**src/inc/ppo_pkg.sv**
```systemverilog
/*
 * ppo_pkg: register map, reset values and port A pin roles of the
 * port pin override block.
 * assumes a 32-bit APB slave with byte addresses and one word per register.
 */
package ppo_pkg;
	localparam int          NPINS     = 8;
	localparam int          ADDR_W    = 8;
	localparam int          DATA_W    = 32;
	// byte offsets
	localparam logic [7:0]  OFS_PIN   = 8'h00;
	localparam logic [7:0]  OFS_DIR   = 8'h04;
	localparam logic [7:0]  OFS_OUT   = 8'h08;
	localparam logic [7:0]  OFS_PUE   = 8'h0c;
	localparam logic [7:0]  OFS_STAT  = 8'h10;
	// reset values: every pin an input with no pull-up, so the pad floats
	localparam logic [7:0]  RST_DIR   = 8'h00;
	localparam logic [7:0]  RST_OUT   = 8'h00;
	localparam logic [7:0]  RST_PUE   = 8'h00;
	localparam logic [7:0]  RST_SYNC  = 8'h00;
	// status word field positions
	localparam int          STAT_OE   = 0;
	localparam int          STAT_PULL = 8;
	localparam int          STAT_IE   = 16;
	// port A pins with a single-pin alternate role
	localparam int          PA_CMP_POS = 1;
	localparam int          PA_CMP_NEG = 2;
	localparam int          PA_SPI_SEL = 6;
	localparam int          PA_MULTI   = 7;
endpackage

```
**src/inc/ppo_pin_if.sv**
```systemverilog
/*
 * ppo_pin_if: software bits and override bundle of one port, and the
 * resolved pad controls that come back.
 * assumes one driver per side: ctrl is the port top, pins the resolver.
 */
`timescale 1ns/1ps
interface ppo_pin_if #(parameter int N = 8);
	logic [N-1:0] sw_dir;
	logic [N-1:0] sw_out;
	logic [N-1:0] sw_pue;
	logic [N-1:0] pu_oe;
	logic [N-1:0] pu_ov;
	logic [N-1:0] dd_oe;
	logic [N-1:0] dd_ov;
	logic [N-1:0] pv_oe;
	logic [N-1:0] pv_ov;
	logic [N-1:0] pt_oe;
	logic [N-1:0] ie_oe;
	logic [N-1:0] ie_ov;
	logic [N-1:0] pad_in;
	logic         sleep;
	logic [N-1:0] oe;
	logic [N-1:0] val;
	logic [N-1:0] pull;
	logic [N-1:0] ie;
	logic [N-1:0] di;
	modport ctrl (output sw_dir, sw_out, sw_pue, pu_oe, pu_ov, dd_oe, dd_ov, pv_oe, pv_ov,
		pt_oe, ie_oe, ie_ov, pad_in, sleep, input oe, val, pull, ie, di);
	modport pins (input sw_dir, sw_out, sw_pue, pu_oe, pu_ov, dd_oe, dd_ov, pv_oe, pv_ov,
		pt_oe, ie_oe, ie_ov, pad_in, sleep, output oe, val, pull, ie, di);
endinterface // ppo_pin_if

```
**src/hw/ppo_pin_ovr.sv**
```systemverilog
/*
 * ppo_pin_ovr: per-pin resolution of software bits against the
 * override bundle, purely combinational.
 * assumes the override bundle comes straight from the owning peripherals.
 */
`timescale 1ns/1ps
module ppo_pin_ovr #(
	parameter int N = 8
) (
	ppo_pin_if.pins p // port bundle
);
	function automatic logic [N-1:0] ovr_sel(input logic [N-1:0] en, input logic [N-1:0] ov,
		input logic [N-1:0] dflt);
		return (en & ov) | (~en & dflt);
	endfunction

	wire [N-1:0] lvl_sw;
	wire [N-1:0] lvl_pick;

	// toggle override inverts the stored level, not the register itself
	assign lvl_sw   = p.sw_out ^ p.pt_oe;
	assign lvl_pick = ovr_sel(p.pv_oe, p.pv_ov, lvl_sw);
	assign p.pull   = ovr_sel(p.pu_oe, p.pu_ov, p.sw_pue);
	assign p.oe     = ovr_sel(p.dd_oe, p.dd_ov, p.sw_dir);
	// level gated by the driver enable: an undriven pad shows zero
	assign p.val    = p.oe & lvl_pick;
	assign p.ie     = ovr_sel(p.ie_oe, p.ie_ov, {N{~p.sleep}});
	// clamp applied after the trigger output; no synchroniser here
	assign p.di     = p.pad_in & p.ie;
endmodule // ppo_pin_ovr

```
**src/hw/ppo_pa_map.sv**
```systemverilog
/*
 * ppo_pa_map: fans port A digital and analog pin lines out to the
 * peripherals that own each alternate role.
 * assumes consumers of the raw digital lines synchronise them themselves.
 */
`timescale 1ns/1ps
module ppo_pa_map (
	input  wire logic [7:0] di,                   // raw clamped digital in
	input  wire logic [7:0] ana,                  // analog pad lines
	output logic      [7:0] pin_change_irq_src,   // pin change group 0
	output logic      [7:0] analog_channel_in,    // converter channels
	output logic            comparator_pos_in,    // comparator +
	output logic            comparator_neg_in,    // comparator -
	output logic            spi_target_sel_in,    // spi select in
	output logic            timer1_capture_in,    // timer 1 capture
	output logic            timer1_ext_count_clk, // timer 1 count clock
	output logic            wire_clk_in,          // two-wire clock in
	output logic            spi_clk_in            // spi clock in
);
	assign pin_change_irq_src   = di;
	assign analog_channel_in    = ana;
	assign comparator_pos_in    = ana[ppo_pkg::PA_CMP_POS];
	assign comparator_neg_in    = ana[ppo_pkg::PA_CMP_NEG];
	assign spi_target_sel_in    = di[ppo_pkg::PA_SPI_SEL];
	// count clock used unsynchronised on purpose: it clocks the timer
	assign timer1_capture_in    = di[ppo_pkg::PA_MULTI];
	assign timer1_ext_count_clk = di[ppo_pkg::PA_MULTI];
	assign wire_clk_in          = di[ppo_pkg::PA_MULTI];
	assign spi_clk_in           = di[ppo_pkg::PA_MULTI];
endmodule // ppo_pa_map

```
**src/hw/ppo_port_top.sv**
```systemverilog
/*
 * ppo_port_top: port A with alternate-function override, APB register
 * file, input synchroniser and peripheral fan-out.
 * assumes pad_in is the input trigger output, peripherals supply all
 * override bits, and an APB master on pclk.
 */
`timescale 1ns/1ps
module ppo_port_top (
	input  wire logic        pclk,                 // bus clock
	input  wire logic        presetn,              // async reset, low
	input  wire logic        pclken,               // clock enable
	input  wire logic        psel,                 // apb select
	input  wire logic        penable,              // apb enable
	input  wire logic        pwrite,               // apb direction
	input  wire logic [7:0]  paddr,                // apb byte address
	input  wire logic [31:0] pwdata,               // apb write data
	output logic      [31:0] prdata,               // apb read data
	output logic             pready,               // apb ready
	output logic             pslverr,              // apb error
	input  wire logic        sleep_req,            // controller sleep
	input  wire logic [7:0]  pullup_ovr_en,        // pull-up override en
	input  wire logic [7:0]  pullup_ovr_val,       // pull-up override val
	input  wire logic [7:0]  dir_ovr_en,           // direction override en
	input  wire logic [7:0]  dir_ovr_val,          // direction override val
	input  wire logic [7:0]  outval_ovr_en,        // level override en
	input  wire logic [7:0]  outval_ovr_val,       // level override val
	input  wire logic [7:0]  out_invert_ovr_en,    // toggle override en
	input  wire logic [7:0]  in_enable_ovr_en,     // input en override en
	input  wire logic [7:0]  in_enable_ovr_val,    // input en override val
	input  wire logic [7:0]  pad_in,               // trigger outputs
	output logic      [7:0]  pad_out,              // pad level
	output logic      [7:0]  pad_oe,               // pad driver enable
	output logic      [7:0]  pad_pullup,           // pull-up enable
	input  wire logic [7:0]  analog_pad_line_in,   // analog level at pad
	input  wire logic [7:0]  analog_drive_val,     // peripheral analog out
	input  wire logic [7:0]  analog_drive_en,      // peripheral analog en
	output logic      [7:0]  analog_pad_line_out,  // analog onto pad
	output logic      [7:0]  analog_pad_line_oe,   // analog drive enable
	output logic      [7:0]  alt_func_raw_in,      // raw digital in
	output logic      [7:0]  pin_change_irq_src,   // pin change group 0
	output logic      [7:0]  analog_channel_in,    // converter channels
	output logic             comparator_pos_in,    // comparator +
	output logic             comparator_neg_in,    // comparator -
	output logic             spi_target_sel_in,    // spi select in
	output logic             timer1_capture_in,    // timer 1 capture
	output logic             timer1_ext_count_clk, // timer 1 count clock
	output logic             wire_clk_in,          // two-wire clock in
	output logic             spi_clk_in            // spi clock in
);
	localparam int N = ppo_pkg::NPINS;

	logic [N-1:0]  dir_r;
	logic [N-1:0]  out_r;
	logic [N-1:0]  out_nxt;
	logic [N-1:0]  pue_r;
	logic [N-1:0]  meta_r;
	logic [N-1:0]  sync_r;
	logic [31:0]   prdata_r;
	logic [31:0]   rd_nxt;

	wire           setup;
	wire           access;
	wire           wr_en;
	wire           hit_pin;
	wire           hit_dir;
	wire           hit_out;
	wire           hit_pue;
	wire           hit_stat;
	wire           mapped;
	wire           port_write_strobe_pin;
	wire           port_write_strobe_dir;
	wire           port_write_strobe_out;
	wire           port_write_strobe_pue;
	wire [N-1:0]   wdat8;
	wire [31:0]    stat_word;

	ppo_pin_if #(.N(N)) pin_bus ();

	ppo_pin_ovr #(.N(N)) u_pin (
		.p (pin_bus)
	);

	// overrides arrive from their owning peripherals, none made here
	assign pin_bus.pu_oe  = pullup_ovr_en;
	assign pin_bus.pu_ov  = pullup_ovr_val;
	assign pin_bus.dd_oe  = dir_ovr_en;
	assign pin_bus.dd_ov  = dir_ovr_val;
	assign pin_bus.pv_oe  = outval_ovr_en;
	assign pin_bus.pv_ov  = outval_ovr_val;
	assign pin_bus.pt_oe  = out_invert_ovr_en;
	assign pin_bus.ie_oe  = in_enable_ovr_en;
	assign pin_bus.ie_ov  = in_enable_ovr_val;
	assign pin_bus.pad_in = pad_in;
	assign pin_bus.sleep  = sleep_req;
	assign pin_bus.sw_dir = dir_r;
	assign pin_bus.sw_out = out_r;
	assign pin_bus.sw_pue = pue_r;

	assign pad_out         = pin_bus.val;
	assign pad_oe          = pin_bus.oe;
	assign pad_pullup      = pin_bus.pull;
	assign alt_func_raw_in = pin_bus.di;

	// analog path bypasses all digital logic
	assign analog_pad_line_out = analog_drive_val;
	assign analog_pad_line_oe  = analog_drive_en;

	ppo_pa_map u_map (
		.di                   (pin_bus.di),
		.ana                  (analog_pad_line_in),
		.pin_change_irq_src   (pin_change_irq_src),
		.analog_channel_in    (analog_channel_in),
		.comparator_pos_in    (comparator_pos_in),
		.comparator_neg_in    (comparator_neg_in),
		.spi_target_sel_in    (spi_target_sel_in),
		.timer1_capture_in    (timer1_capture_in),
		.timer1_ext_count_clk (timer1_ext_count_clk),
		.wire_clk_in          (wire_clk_in),
		.spi_clk_in           (spi_clk_in)
	);

	// apb decode; a frozen clock stalls the access through pready
	assign setup    = psel & ~penable & pclken;
	assign access   = psel & penable & pclken;
	assign wr_en    = access & pwrite;
	assign hit_pin  = paddr == ppo_pkg::OFS_PIN;
	assign hit_dir  = paddr == ppo_pkg::OFS_DIR;
	assign hit_out  = paddr == ppo_pkg::OFS_OUT;
	assign hit_pue  = paddr == ppo_pkg::OFS_PUE;
	assign hit_stat = paddr == ppo_pkg::OFS_STAT;
	assign mapped   = hit_pin | hit_dir | hit_out | hit_pue | hit_stat;
	assign wdat8    = pwdata[N-1:0];

	// one strobe per writable register, common to every pin of the port
	assign port_write_strobe_pin = wr_en & hit_pin;
	assign port_write_strobe_dir = wr_en & hit_dir;
	assign port_write_strobe_out = wr_en & hit_out;
	assign port_write_strobe_pue = wr_en & hit_pue;

	assign pready  = pclken;
	assign pslverr = psel & penable & ~mapped;
	assign prdata  = prdata_r;

	assign stat_word = {8'h00, pin_bus.ie, pin_bus.pull, pin_bus.oe};

	// a direct write wins over a toggle write; they never share a cycle
	always_comb begin
		out_nxt = out_r;
		if (port_write_strobe_out) begin
			out_nxt = wdat8;
		end else if (port_write_strobe_pin) begin
			out_nxt = out_r ^ wdat8;
		end
	end

	always_comb begin
		rd_nxt = 32'h0000_0000;
		case (1'b1)
			hit_pin: rd_nxt = {24'h00_0000, sync_r};
			hit_dir: rd_nxt = {24'h00_0000, dir_r};
			hit_out: rd_nxt = {24'h00_0000, out_r};
			hit_pue: rd_nxt = {24'h00_0000, pue_r};
			hit_stat: rd_nxt = stat_word;
			default: rd_nxt = 32'h0000_0000;
		endcase
	end

	always_ff @(posedge pclk or negedge presetn) begin
		if (!presetn) begin
			dir_r <= ppo_pkg::RST_DIR;
			out_r <= ppo_pkg::RST_OUT;
			pue_r <= ppo_pkg::RST_PUE;
		end else if (pclken) begin
			out_r <= out_nxt;
			if (port_write_strobe_dir) dir_r <= wdat8;
			if (port_write_strobe_pue) pue_r <= wdat8;
		end
	end

	// read data is a snapshot taken at the setup edge
	always_ff @(posedge pclk or negedge presetn) begin
		if (!presetn) begin
			prdata_r <= 32'h0000_0000;
		end else if (setup) begin
			prdata_r <= pwrite ? 32'h0000_0000 : rd_nxt;
		end
	end

	// two-stage synchroniser feeding only the software read path
	always_ff @(posedge pclk or negedge presetn) begin
		if (!presetn) begin
			meta_r <= ppo_pkg::RST_SYNC;
			sync_r <= ppo_pkg::RST_SYNC;
		end else if (pclken) begin
			meta_r <= pin_bus.di;
			sync_r <= meta_r;
		end
	end

	AST_PULLUP_SEL: assert property (@(posedge pclk) disable iff (!presetn)
		pad_pullup == ((pullup_ovr_en & pullup_ovr_val) | (~pullup_ovr_en & pue_r)))
		else $error("pull-up select wrong");

	AST_PULLUP_OVR: assert property (@(posedge pclk) disable iff (!presetn)
		((pad_pullup ^ pullup_ovr_val) & pullup_ovr_en) == 8'h00)
		else $error("pull-up override ignored");

	AST_DIR_SEL: assert property (@(posedge pclk) disable iff (!presetn)
		(dir_ovr_en == 8'h00) |-> (pad_oe == dir_r))
		else $error("driver enable not from direction bit");

	AST_DIR_OVR: assert property (@(posedge pclk) disable iff (!presetn)
		((pad_oe ^ dir_ovr_val) & dir_ovr_en) == 8'h00)
		else $error("direction override ignored");

	AST_VAL_OVR: assert property (@(posedge pclk) disable iff (!presetn)
		((pad_out ^ outval_ovr_val) & outval_ovr_en & pad_oe) == 8'h00)
		else $error("level override ignored");

	AST_VAL_SW: assert property (@(posedge pclk) disable iff (!presetn)
		((pad_out ^ out_r ^ out_invert_ovr_en) & ~outval_ovr_en & pad_oe) == 8'h00)
		else $error("software level not driven");

	AST_TOGGLE_OVR: assert property (@(posedge pclk) disable iff (!presetn)
		((pad_out ^ (dir_r & ~out_r)) & out_invert_ovr_en & ~outval_ovr_en & ~dir_ovr_en) == 8'h00)
		else $error("toggle override not inverting");

	AST_IN_EN: assert property (@(posedge pclk) disable iff (!presetn)
		(in_enable_ovr_en == 8'h00 && sleep_req) |-> alt_func_raw_in == 8'h00)
		else $error("input not clamped in sleep");

	AST_IN_OVR: assert property (@(posedge pclk) disable iff (!presetn)
		((alt_func_raw_in ^ (pad_in & in_enable_ovr_val)) & in_enable_ovr_en) == 8'h00)
		else $error("input enable override ignored");

	AST_SYNC_LAG: assert property (@(posedge pclk) disable iff (!presetn)
		($past(pclken, 1) && $past(pclken, 2)) |-> sync_r == $past(alt_func_raw_in, 2))
		else $error("read path not two stages behind raw input");

	AST_ANALOG: assert property (@(posedge pclk) disable iff (!presetn)
		analog_channel_in == analog_pad_line_in && analog_pad_line_out == analog_drive_val)
		else $error("analog path not direct");

	AST_PIN_TOGGLE: assert property (@(posedge pclk) disable iff (!presetn)
		port_write_strobe_pin |=> out_r == ($past(out_r) ^ $past(wdat8)))
		else $error("input register write did not toggle");

	AST_PCINT: assert property (@(posedge pclk) disable iff (!presetn)
		pin_change_irq_src == alt_func_raw_in && comparator_neg_in == analog_pad_line_in[2])
		else $error("pin change or comparator mapping wrong");

	AST_UNDRIVEN: assert property (@(posedge pclk) disable iff (!presetn)
		(pad_out & ~pad_oe) == 8'h00)
		else $error("level shown on undriven pad");

	AST_PLAIN_IO: assert property (@(posedge pclk) disable iff (!presetn)
		(pullup_ovr_en == 8'h00 && dir_ovr_en == 8'h00 && outval_ovr_en == 8'h00
		&& out_invert_ovr_en == 8'h00)
		|-> (pad_pullup == pue_r && pad_out == (dir_r & out_r)))
		else $error("plain io behaviour broken");

	AST_CMP_POS: assert property (@(posedge pclk) disable iff (!presetn)
		comparator_pos_in == analog_pad_line_in[ppo_pkg::PA_CMP_POS])
		else $error("comparator positive input mapping wrong");

	AST_PA_MULTI: assert property (@(posedge pclk) disable iff (!presetn)
		{timer1_capture_in, timer1_ext_count_clk, wire_clk_in, spi_clk_in, spi_target_sel_in}
		== {{4{alt_func_raw_in[ppo_pkg::PA_MULTI]}}, alt_func_raw_in[ppo_pkg::PA_SPI_SEL]})
		else $error("pin 6 or pin 7 role mapping wrong");

	AST_DI_RAW: assert property (@(posedge pclk) disable iff (!presetn)
		alt_func_raw_in == (pad_in & ((in_enable_ovr_en & in_enable_ovr_val)
		| (~in_enable_ovr_en & {8{~sleep_req}}))))
		else $error("raw input enable selection wrong");

	AST_DIR_WR: assert property (@(posedge pclk) disable iff (!presetn)
		port_write_strobe_dir |=> dir_r == $past(wdat8))
		else $error("direction write did not land");

	AST_PUE_WR: assert property (@(posedge pclk) disable iff (!presetn)
		port_write_strobe_pue |=> pue_r == $past(wdat8))
		else $error("pull-up write did not land");
endmodule // ppo_port_top

```
**config.mk**
```make
export PLATFORM = sky130hd
export DESIGN_NAME = ppo_port_top
export DESIGN_NICKNAME = d
export VERILOG_FILES = /design/src/inc/ppo_pkg.sv /design/src/inc/ppo_pin_if.sv /design/src/hw/ppo_pin_ovr.sv /design/src/hw/ppo_pa_map.sv /design/src/hw/ppo_port_top.sv
export SDC_FILE = /design/constraint.sdc
export NUM_CORES = 1
export LEC_CHECK = 0
export ABC_AREA = 1
export BUFFER_PORTS_ARGS = -buffer_cell sky130_fd_sc_hd__buf_2
export CAP_MARGIN = 5
export CORE_ASPECT_RATIO = 1.75
export CORE_MARGIN = 2
export CORE_UTILIZATION = 40
export DETAILED_ROUTE_END_ITERATION = 6
export PLACE_DENSITY_LB_ADDON = 0.1
export SETUP_SLACK_MARGIN = 0.15
export SKIP_CTS_REPAIR_TIMING = 1
export SLEW_MARGIN = 25
export SYNTH_ARGS = -nofsm -noshare
export SYNTH_HDL_FRONTEND = slang
export SYNTH_SLANG_ARGS = --single-unit
```
**constraint.sdc**
```tcl
create_clock -name pclk -period 1.8 [get_ports pclk]
set_input_delay 0.45 -clock pclk [delete_from_list [all_inputs] [get_ports pclk]]
set_output_delay 0.45 -clock pclk [all_outputs]
set_load 0.02 [all_outputs]
```
==> results of run 1 <==
[synthesized netlist by cell type (all sizes together)]
library cell / number / area (um2)
conb: 1 / 3.75
and2: 8 / 50.1
dfrtp: 64 / 1600
clkbuf: 5 / 18.8
xor2: 2 / 17.5
nand3: 29 / 145
mux2: 1 / 11.3
nor3: 5 / 52.6
buf: 54 / 422
a21oi: 8 / 40.0
o21bai: 3 / 22.5
nand2: 237 / 927
inv: 56 / 230
xnor2: 8 / 70.1
nor2: 34 / 181
o21ai: 59 / 325
[final cells by class]
cell class	count	area (um2)
inverter	56	230
clock buffer	9	225
clock inverter	7	71.3
sequential	64	1600
multi-input combinational	402	2040
tap	127	159
fill	1028	4520
timing repair buffer	219	1330
[power groups by stage]
stage	logic, mW	registers [mW]	clock network [mW]
floorplan	0.458	1.52	0
global placement	0.624	1.53	0
detailed placement	0.635	1.53	0
CTS	0.638	1.50	1.76
global route	0.775	1.51	1.83
finish	0.698	1.50	1.72
[metal layers]
layer  wire length, um  part of all wire [%]  GRT usage (%)
met5                 0                     0              0
met4               345                   2.9           9.46
met3               585                   4.9           3.72
met2              6690                    56           40.7
met1              4330                    36           23.0
[cell families (layout without fill, tap and decap cells)]
family | count (synthesis) | after routing | share of synthesized area (%)
AO/OA/AOI/OAI | 70 | 70 | 9.42
XOR/XNOR | 10 | 10 | 2.13
buffers and inverters | 115 | 291 | 16.3
flip-flops | 64 | 64 | 38.9
multiplexers | 1 | 1 | 0.273
other | 1 | 8 | 0.0910
AND/OR/NAND/NOR | 313 | 313 | 32.9
[critical path: cells and delay by family (launching register included)]
kind,cells,cell delay (ps)
AO/OA/AOI/OAI,3,380
buffers and inverters,2,180
flip-flops,1,370
[flip-flops by register name, summed over array words and instances (netlist names)]
signal and count:
prdata 24, out_r 8, meta_r 8, pin_bus.sw_pue 8
dir_r 8, sync_r 8
[worst max-delay path by stage]
stage,from,endpoint,depth (start not counted)
4_1_cts,pin_bus.sw_pue[2],pad_pullup[2],4
3_3_place_gp,paddr[7],out_r[6],9
6_report,dir_r[3],pad_out[3],5
2_1_floorplan,paddr[2],pslverr,9
5_1_grt,dir_r[3],pad_out[3],5
3_5_place_dp,paddr[7],pin_bus.sw_pue[6],7
[stage by stage]
stage | hold WS, ps | TNS [ps] | utilization [%] | std cells
2_1_floorplan | 154 | 0 | - | 581
3_3_place_gp | 408 | 0 | 49.6 | 850
5_1_grt | 86.6 | 0 | 55.6 | 884
4_1_cts | 64.1 | -154 | 52.5 | 866
6_report | 52.5 | 0 | 55.6 | 884
3_5_place_dp | 418 | -196 | 49.6 | 850
==> results list, run 1 <==
* Run status: finished clean
- Total Die Area: 11200 um2
- The routed design has between 10 and 15 mm of wire.
- Measured along the x axis, the die boundary spans 80.7 um.
- After technology mapping, the gate count stands at around 570.
* Commonest cells after routing, fill and taps aside: 226 x nand2_1, 154 x buf_2, 64 x dfrtp_1
- Maximum number of pins on one net before global-route repair: 36
- Depth of the CTS H-tree: 3
* Number of max-capacitance violations reported: 0
- The number of antenna diodes in the final layout is 0.
- Skew final: ~4 ps
* RSZ-0062 raised after global routing: yes
- Cell internal pwr: about 2.8 mW
- For the worst flop-to-flop path, the logic depth is 8.
- Before antenna repair, the detailed router went through 4 iterations.
* CTS Buffer Depth: 2
- Sequential cells account for 38.3% of the total power.
* Power, Total: between 3 and 4 mW
- Total Routing Usage GR: between 20% and 30%
* Commonest non-fill, non-tap cell in the layout: nand2_1
* Placer congestion estimate: 0.901
* Switching power: approximately 1.1 mW
- The worst register-to-register path ends at prdata[4].
* Count of unique library cells instantiated by Yosys: 30
* Reg2reg setup slack: about 640 ps
- At the later pin of the worst-skew pair, clock insertion delay measures 330 ps.
* Critical Path Start Type: flip-flop
* Initial antenna violation count: 0
- Longest individual stage delay on the worst path: around 370 ps
* Highest attainable clock frequency: 0.585 GHz
* Power per cell area: approximately 690 nW/um2
- At the end of the flow, the number of nets in the layout was 903.
* Final Hold Vio Count: 0
* CTS tree: built
- The core region is 10200 um2.
- During placement, the flow inserted port buffers numbering around 170.
* Mapped Area: 4120 um2
- Leak pwr: about 3.2 nW
- The smallest clock period supported by the final layout is computed as 1710 ps.
- VDD IR-drop max: 0.447 mV
- Via count of the first global-routing pass: 3916
- Boundary pin count: approximately 260
* Die H: about 140 um
- Num CTS Buffers: 9
* Hold/Removal Path Class: in2async
- Instance area at placement: between 5000 and 6000 um2
* Antenna Violating Nets Remaining: 0
* WP data required: approximately 1400 ps
- Setup violations remaining at the end of the flow were counted as 0.
- Crit path cell chain: inv_2 -> o21ai_2 -> o21ai_1 -> a21oi_2 -> buf_6
* Seq/Total Area, Yosys: between 30 and 40%
- In this run the core area contains 49 standard-cell rows.
* Crit Reg-Reg Startpoint: dir_r[4]
* Synthesis-stage register bit count: 64
- Final Max Tran Viols: 0
- Fraction of final layout cells sized beyond drive strength 1: between 40% and 50%
- Data arrives at the worst endpoint at roughly 1300 ps.
* DP Worst Slack: -33.5 ps
- Start-to-end type of the worst setup path: reg2out
* Post-route cell area: 5660 um2
* Clock-pin slew on the worst setup and hold paths: approximately 60 ps
- Combinational logic burns ~18% of the power.
- The average instance in the mapped netlist occupies between 7 and 8 um2.
* Slowest stage cell, crit path: dfrtp_1
- Worst-case setup margin in the final layout: roughly 90 ps
- After detailed routing, the number of vias per cell comes to ~4.6.
- Switching Share: approximately 27%
- Detailed placement finished with a half-perimeter wire length of about 9.6 mm.
* Final period utilization: around 95%
- STA classifies the critical path endpoint as an output port.
* Root buffer cell: clkbuf_16
- After detailed routing, the average wire length per cell comes to 13.5 um.
- Summed over all layers, the global routing overflow is 0.
* Clock Power Share: about 44%
- Relative to the synthesized area, the layout overhead comes to 37.3%.
- The first routing iteration left approximately 120 violations.
* Synthesis warning total: 0
* Maximum fanout along the worst path: 3
- Starting density of the core: 40.5%
* Drc violations: 0
- Number of clock sinks seen by CTS: 64
- The first global-routing pass estimated between 15 and 20 mm of wire.
- For this block, the via count after detailed routing is between 4000 and 5000.
Note: power is estimated with default switching activity, not from simulation.
==> inputs of run 2 (changes only) <==
Settings changed: CORE_UTILIZATION 40 to 44, MAX_ROUTING_LAYER from default to met4.
==> run 2 against run 1 <==
Against the previous run: worst hold slack improved by 57 ps; clock power increased by 9%; register-to-register slack about the same; wire length increased by 0.74%; critical path type unchanged; cell area decreased by 0.29%; clock skew decreased by 1.7 ps; utilization increased by 6.4 points; first-iteration DRC count increased by 58%; sequential share of layout area increased by 0.13 points; final cell count decreased by 0.45%.
==> results list, run 2 (synthesized netlist as in run 1, its figures left out) <==
- Initial antenna violation count: 0 (unchanged)
- The number of buffer cells added on primary ports is 173 (unchanged).
- Average detailed-routed wire length per instance: 13.7 um (was 13.5 um)
- The kind of critical path was reg2out (unchanged).
* Antenna fix cells: 0 (unchanged)
* Maximum number of pins on one net before global-route repair: 65 (was 36)
- The smallest setup slack after layout came to 57.9 ps (was 91.7 ps).
- The post-route antenna net violation count came to 0 (unchanged).
- Number of failing setup endpoints in the final timing report: 0 (unchanged)
- Layout filler cell count: 865 (was 1028)
* Die H: 132 um (was 138 um)
- Power, Total: 4.08 mW (was 3.92 mW)
* Critical path endpoint category: output port (unchanged)
- The starting density of the core was 45.3% (was 40.5%).
* Global-route track usage on met1: 22.9% (was 23.0%)
- Total length of routed wires: 12.0 mm (about the same)
- The number of top-level pins was 256 (unchanged).
* Top Usage Layer GRT: met2 (unchanged)
* Placer congestion estimate: 0.886 (was 0.901)
* CP arrival: 1290 ps (was 1260 ps)
- Run status: finished clean (unchanged).
- The final setup skew came to 2.40 ps (was 4.07 ps).
* Dpl hpwl: 9.38 mm (was 9.64 mm)
* # rows: 46 (was 49)
- RSZ-0062 raised after global routing: yes (unchanged)
- Area overhead of the layout relative to synthesis: 36.9% (was 37.3%)
- Depth of the CTS H-tree: 3 (unchanged)
- Slowest stage cell, crit path: dfrtp_1 (unchanged)
* CTS Buffer Depth: 2 (unchanged)
* Critical Path Start Type: flip-flop (unchanged)
- The CTS tree is built (unchanged).
* Largest register FFs: 24 (unchanged)
- Cells after DPL: 843 (was 850)
- DP Worst Slack: 47.1 ps (was -33.5 ps)
* Total Die Area: 10200 um2 (was 11200 um2)
- The vias after detailed routing came to 4235 (was 4080).
* Maximum fanout along the worst path: 2 (was 3)
- The most common cell after layout, fill and taps aside is nand2_1 (unchanged).
- Power per cell area: 723 nW/um2 (was 692 nW/um2)
- The global routing met3 resource utilization came to 4.32% (was 3.72%).
- Final instance count without filler cells: 880 (was 884)
- Leak pwr: 3.24 nW (was 3.23 nW)
- The via density per instance was 4.81 (was 4.62).
* Global-route wire length before repair: 18.5 mm (was 18.7 mm)
- Drc violations: 0 (unchanged)
* Final Hold Vio Count: 0 (unchanged)
- Global route overflow: 0 (unchanged)
- The final critical delay including setup and external delays is 1740 ps (was 1710 ps).
* Total Routing Usage GR: 23.8% (was 21.8%)
- Worst skew pair latency: 340 ps (was 330 ps)
- Number of clock sinks seen by CTS: 64 (unchanged)
* Root buffer cell: clkbuf_16 (unchanged)
- Die X-Extent: 77.1 um (was 80.7 um)
- The worst voltage drop across the vdd grid was 0.474 mV (was 0.447 mV).
- Area of the core: 9090 um2 (was 10200 um2)
- Fraction of final layout cells sized beyond drive strength 1: 40.9% (was 41.3%)
- The met2 capacity usage during global routing was 44.8% (was 40.7%).
* Hold/Removal Path Class: in2async (unchanged)
- Longest individual stage delay on the worst path: 360 ps (was 370 ps)
- Iteration-0 DRC count of the detailed router: 186 (was 118)
* Clock-pin slew on the worst setup and hold paths: 50 ps (was 60 ps)
* Total iterations of the first detailed-routing run: 5 (was 4)
- Final period utilization: 96.8% (was 94.9%)
- Commonest cells after routing, fill and taps aside: 227 x nand2_1, 158 x buf_2, 62 x dfrtp_1 (was 226 x nand2_1, 154 x buf_2, 64 x dfrtp_1)
* Reg2reg setup slack: 650 ps (was 640 ps)
- The worst hold slack came to 110 ps (was 52.5 ps).
- Crit path cell chain: inv_2 -> o21ai_4 -> o21ai_1 -> a21oi_2 -> buf_4 (was inv_2 -> o21ai_2 -> o21ai_1 -> a21oi_2 -> buf_6)
- Number of max-capacitance violations reported: 0 (unchanged)
- The final count of pins violating max slew is 0 (unchanged).
- Highest attainable clock frequency: 0.574 GHz (was 0.585 GHz)
- The CTS buffer count is 9 (unchanged).
- Via count of the first global-routing pass: 3972 (was 3916)
* Cell family with the largest share of critical-path delay: compound AO/OA/AOI/OAI gates (unchanged)
* Buffers plus inverters on the worst setup path: 2 (unchanged)
- WP data required: 1350 ps (about the same)
- Total Nets Final: 906 (was 903)
## run 2: worst register-to-register path, delay by kind of cell (launching register included)
family | cells | cell delay, ps
AO/OA/AOI/OAI | 1 | 60
AND/OR/NAND/NOR | 4 | 260
flip-flops | 1 | 390
buffers and inverters | 3 | 320
## run 2: worst paths after layout
check / start / end / cells past startpoint
max: dir_r[0] / pad_out[0] / 5
min: presetn / prdata[20] / 2
max reg2reg: dir_r[4] / prdata[4] / 8
min reg2reg: prdata[18] / prdata[18] / 2
max in group asynchronous: presetn / out_r[3] / 2
min in group pclk: in_enable_ovr_en[5] / prdata[21] / 4
## run 2: layer usage
layer | routed length [um] | part of all wire (%)
met3 | 697 | 5.8
met5 | 0 | 0
met4 | 361 | 3.0
met1 | 4260 | 35
met2 | 6720 | 56
## run 2: layout make-up
class | instances | area, um2 | area share [%]
well taps | 120 | 150 | 2.66
flip-flops and latches | 64 | 1600 | 28.4
clock inverters | 5 | 80.1 | 1.42
multi-input cells | 402 | 2020 | 35.8
clock buffers | 11 | 243 | 4.30
repair buffers | 222 | 1310 | 23.2
inverters | 56 | 230 | 4.08
## run 2: through the flow
stage	area (um2)	setup TNS (ps)	utilization, %
after CTS	5350	-46.8	58.8
after global placement	5020	0	55.2
after floorplan	4210	0	-
after detailed placement	5020	0	55.2
after global routing	5640	0	62.0
final	5640	0	62.0
## run 2: power breakdown
group          switching [mW]  internal, mW  leakage (nW)
Combinational           0.405         0.283          2.21
Clock                   0.637          1.25         0.152
Sequential             0.0244          1.48         0.878
Total                    1.07          3.01          3.24
==> inputs of run 3 (changes only) <==
Settings changed: PLACE_DENSITY from default to 0.92, PLACE_DENSITY_LB_ADDON 0.1 to default.
==> run 3 against run 2 <==
Against the previous run: die area stayed put; utilization grew 0.40 points; combinational power is 3% higher; clock power about the same; fmax decreased by 0.91%; final cell count fell by 0.34%; global-route usage rose by 0.15 points; worst hold slack worse by 8.3 ps; first-iteration DRC count rose by 20%; clock skew up 5.4 ps; critical path type unchanged; critical endpoint is now pad_out[6]; largest power group unchanged; highest routed layer unchanged.
==> results list, run 3 (synthesized netlist as in run 1, its figures left out) <==
* Run status: finished clean (unchanged)
- The delay of the slowest cell on the worst path came to 370 ps (was 360 ps).
- The max-cap check violation count is 0 (unchanged).
- The launching element type of the critical path was a flip-flop (unchanged).
- The final cycle utilization of the critical path was 97.7% (was 96.8%).
- Sequential fraction of design power: 36.9% (about the same)
* Critical path endpoint category: output port (unchanged)
- The internal cell power is 3.02 mW (was 3.01 mW).
* Maximum fanout along the worst path: 3 (was 2)
* Time the final worst path needs with I/O delays and setup: 1760 ps (was 1740 ps)
- Total Die Area: 10200 um2 (unchanged)
- Fraction of final layout cells sized beyond drive strength 1: 41.3% (was 40.9%)
* Number of vias per cell after detailed routing: 4.85 (was 4.81)
* Multi-input combinational cell area: 2040 um2 (was 2020 um2)
* Power per cell area: 717 nW/um2 (was 723 nW/um2)
- Number of port buffers: 173 (unchanged)
* Start-to-end type of the worst setup path: reg2out (unchanged)
- Global route overflow: 0 (unchanged)
- Buffers plus inverters on the worst setup path: 2 (unchanged)
- The clock network latency to the later pin of the worst-skew pair is 330 ps (was 340 ps).
* WP data required: 1350 ps (about the same)
- VDD IR-drop max: 0.632 mV (was 0.474 mV)
* Number of clock sinks seen by CTS: 64 (unchanged)
- Slew @ Worst Pin: about 800 ps
* Final Hold Vio Count: 0 (unchanged)
- The routed wire length is 12.3 mm (was 12.0 mm).
* Reg2reg path depth: 8 (unchanged)
- The largest net degree at the start of global routing is 40 (was 65).
- Num CTS Buffers: 9 (unchanged)
- Footprint of the flip-flops and latches: 1600 um2 (about the same)
- Boundary pin count: 256 (unchanged)
- Die H: 132 um (unchanged)
* Switching Share: 25.7% (was 26.2%)
- Skew final: 7.84 ps (was 2.40 ps)
* Depth of the CTS H-tree: 3 (unchanged)
- Worst path depth: 5 (unchanged)
- The flip-flop count of the largest register after layout came to 24 (unchanged).
- The total inserted antenna cells is 0 (unchanged).
* Total Routing Usage GR: 24.0% (was 23.8%)
- Initial antenna violation count: 0 (unchanged)
- Total Nets Final: 903 (was 906)
- Highest attainable clock frequency: 0.569 GHz (was 0.574 GHz)
- Number of failing setup endpoints in the final timing report: 0 (unchanged)
* Headroom to the max-slew limit: between 40% and 50%
- Detailed-route via count: 4250 (was 4235)
- The clock transition at the register clock pins on the worst setup and hold paths after CTS was 50 ps (about the same).
- RSZ-0062 raised after global routing: yes (unchanged).
* Iteration-0 DRC count of the detailed router: 223 (was 186)
- The most common cell after layout, fill and taps aside was nand2_1 (unchanged).
- The final count of pins violating max slew was 0 (unchanged).
* Crit path cell chain: inv_2 -> o21ai_4 -> o21ai_2 -> a21oi_2 -> buf_6 (was inv_2 -> o21ai_4 -> o21ai_1 -> a21oi_2 -> buf_4)
* # rows: 46 (unchanged)
* Utilization after layout: 62.4% (was 62.0%)
- Cell family with the largest share of critical-path delay: compound AO/OA/AOI/OAI gates (unchanged)
- Logic gate share of total power: 17.4% (was 16.9%)
- The highest-delay cell along the critical path is dfrtp_1 (unchanged).
- Antenna Violating Nets Remaining: 0 (unchanged)
- The first-pass detailed-route iteration total is 5 (unchanged).
* Placer congestion estimate: 0.896 (was 0.886)
- Layout filler cell count: 779 (was 865)
- CTS Buffer Depth: 2 (unchanged)
- The starting density of the core is 45.3% (unchanged).
* Final instance count without filler cells: 877 (was 880)
- Root buffer cell: clkbuf_16 (unchanged)
* Leak pwr: 3.26 nW (was 3.24 nW)
* Area of the core: 9090 um2 (unchanged)
* Die X-Extent: 77.1 um (unchanged)
- The number of global-route vias before repair was 4063 (was 3972).
- The global-route wire length before repair was 18.8 mm (was 18.5 mm).
- Dpl hpwl: 9.18 mm (was 9.38 mm)
- Clock Power Share: 45.7% (was 46.2%)
* CP arrival: 1310 ps (was 1290 ps)
- Commonest cells after routing, fill and taps aside: 226 x nand2_1, 149 x buf_2, 64 x dfrtp_1 (was 227 x nand2_1, 158 x buf_2, 62 x dfrtp_1)
- The CTS tree is built (unchanged).
- The DRC violation count after routing was 0 (unchanged).
* Area overhead of the layout relative to synthesis: 37.8% (was 36.9%)
* Hold/Removal Path Class: in2async (unchanged)
- Switching power: 1.05 mW (was 1.07 mW)
- The final routed wire length divided by cell count is 14.1 um (was 13.7 um).
* Cells after DPL: 834 (was 843)
* Total negative setup slack: 0 ps (unchanged)
[run 3: final timing paths]
kind                                startpoint         end  slack [ps]
min in group pclk          in_enable_ovr_en[4]  prdata[20]         400
max                                   dir_r[6]  pad_out[6]          40
max in group asynchronous              presetn    out_r[6]        1480
min reg2reg                         prdata[16]  prdata[16]         470
min                                    presetn  prdata[22]         100
max reg2reg                           dir_r[6]   prdata[6]         640
[run 3: cell type report]
type / count / share of cell area (%)
Clock buffer: 13 / 4.41
Clock inverter: 3 / 1.15
Inverter: 56 / 4.06
Multi-Input combinational cell: 402 / 35.9
Sequential cell: 64 / 28.2
Tap cell: 120 / 2.64
Timing Repair Buffer: 219 / 23.6
[run 3: per-layer routing]
layer	wire (um)	global-route usage [%]	vias up
met1	4210	22.7	1950
met3	819	5.82	50
met4	582	14.5	0
li1	-	-	2082
met5	0	-	-
met2	6730	42.8	168
[run 3: power by group through the flow]
stage                     Combinational [mW]  Sequential (mW)  Clock (mW)
after floorplan                        0.458             1.52           0
after global placement                 0.603             1.52           0
after detailed placement               0.615             1.53           0
after CTS                              0.621             1.50        1.89
after global routing                   0.772             1.51        1.97
final                                  0.706             1.50        1.86
[run 3: per-stage QoR]
step           setup WS [ps]  cell area (um2)  power [mW]  hold slack, ps
6_report                41.9             5680        4.07             102
5_1_grt                -31.6             5680        4.24             108
4_1_cts                -40.1             5280        4.01             100
3_5_place_dp            59.9             4970        2.14             453
3_3_place_gp            63.3             4970        2.13             451
2_1_floorplan            156             4210        1.98             154
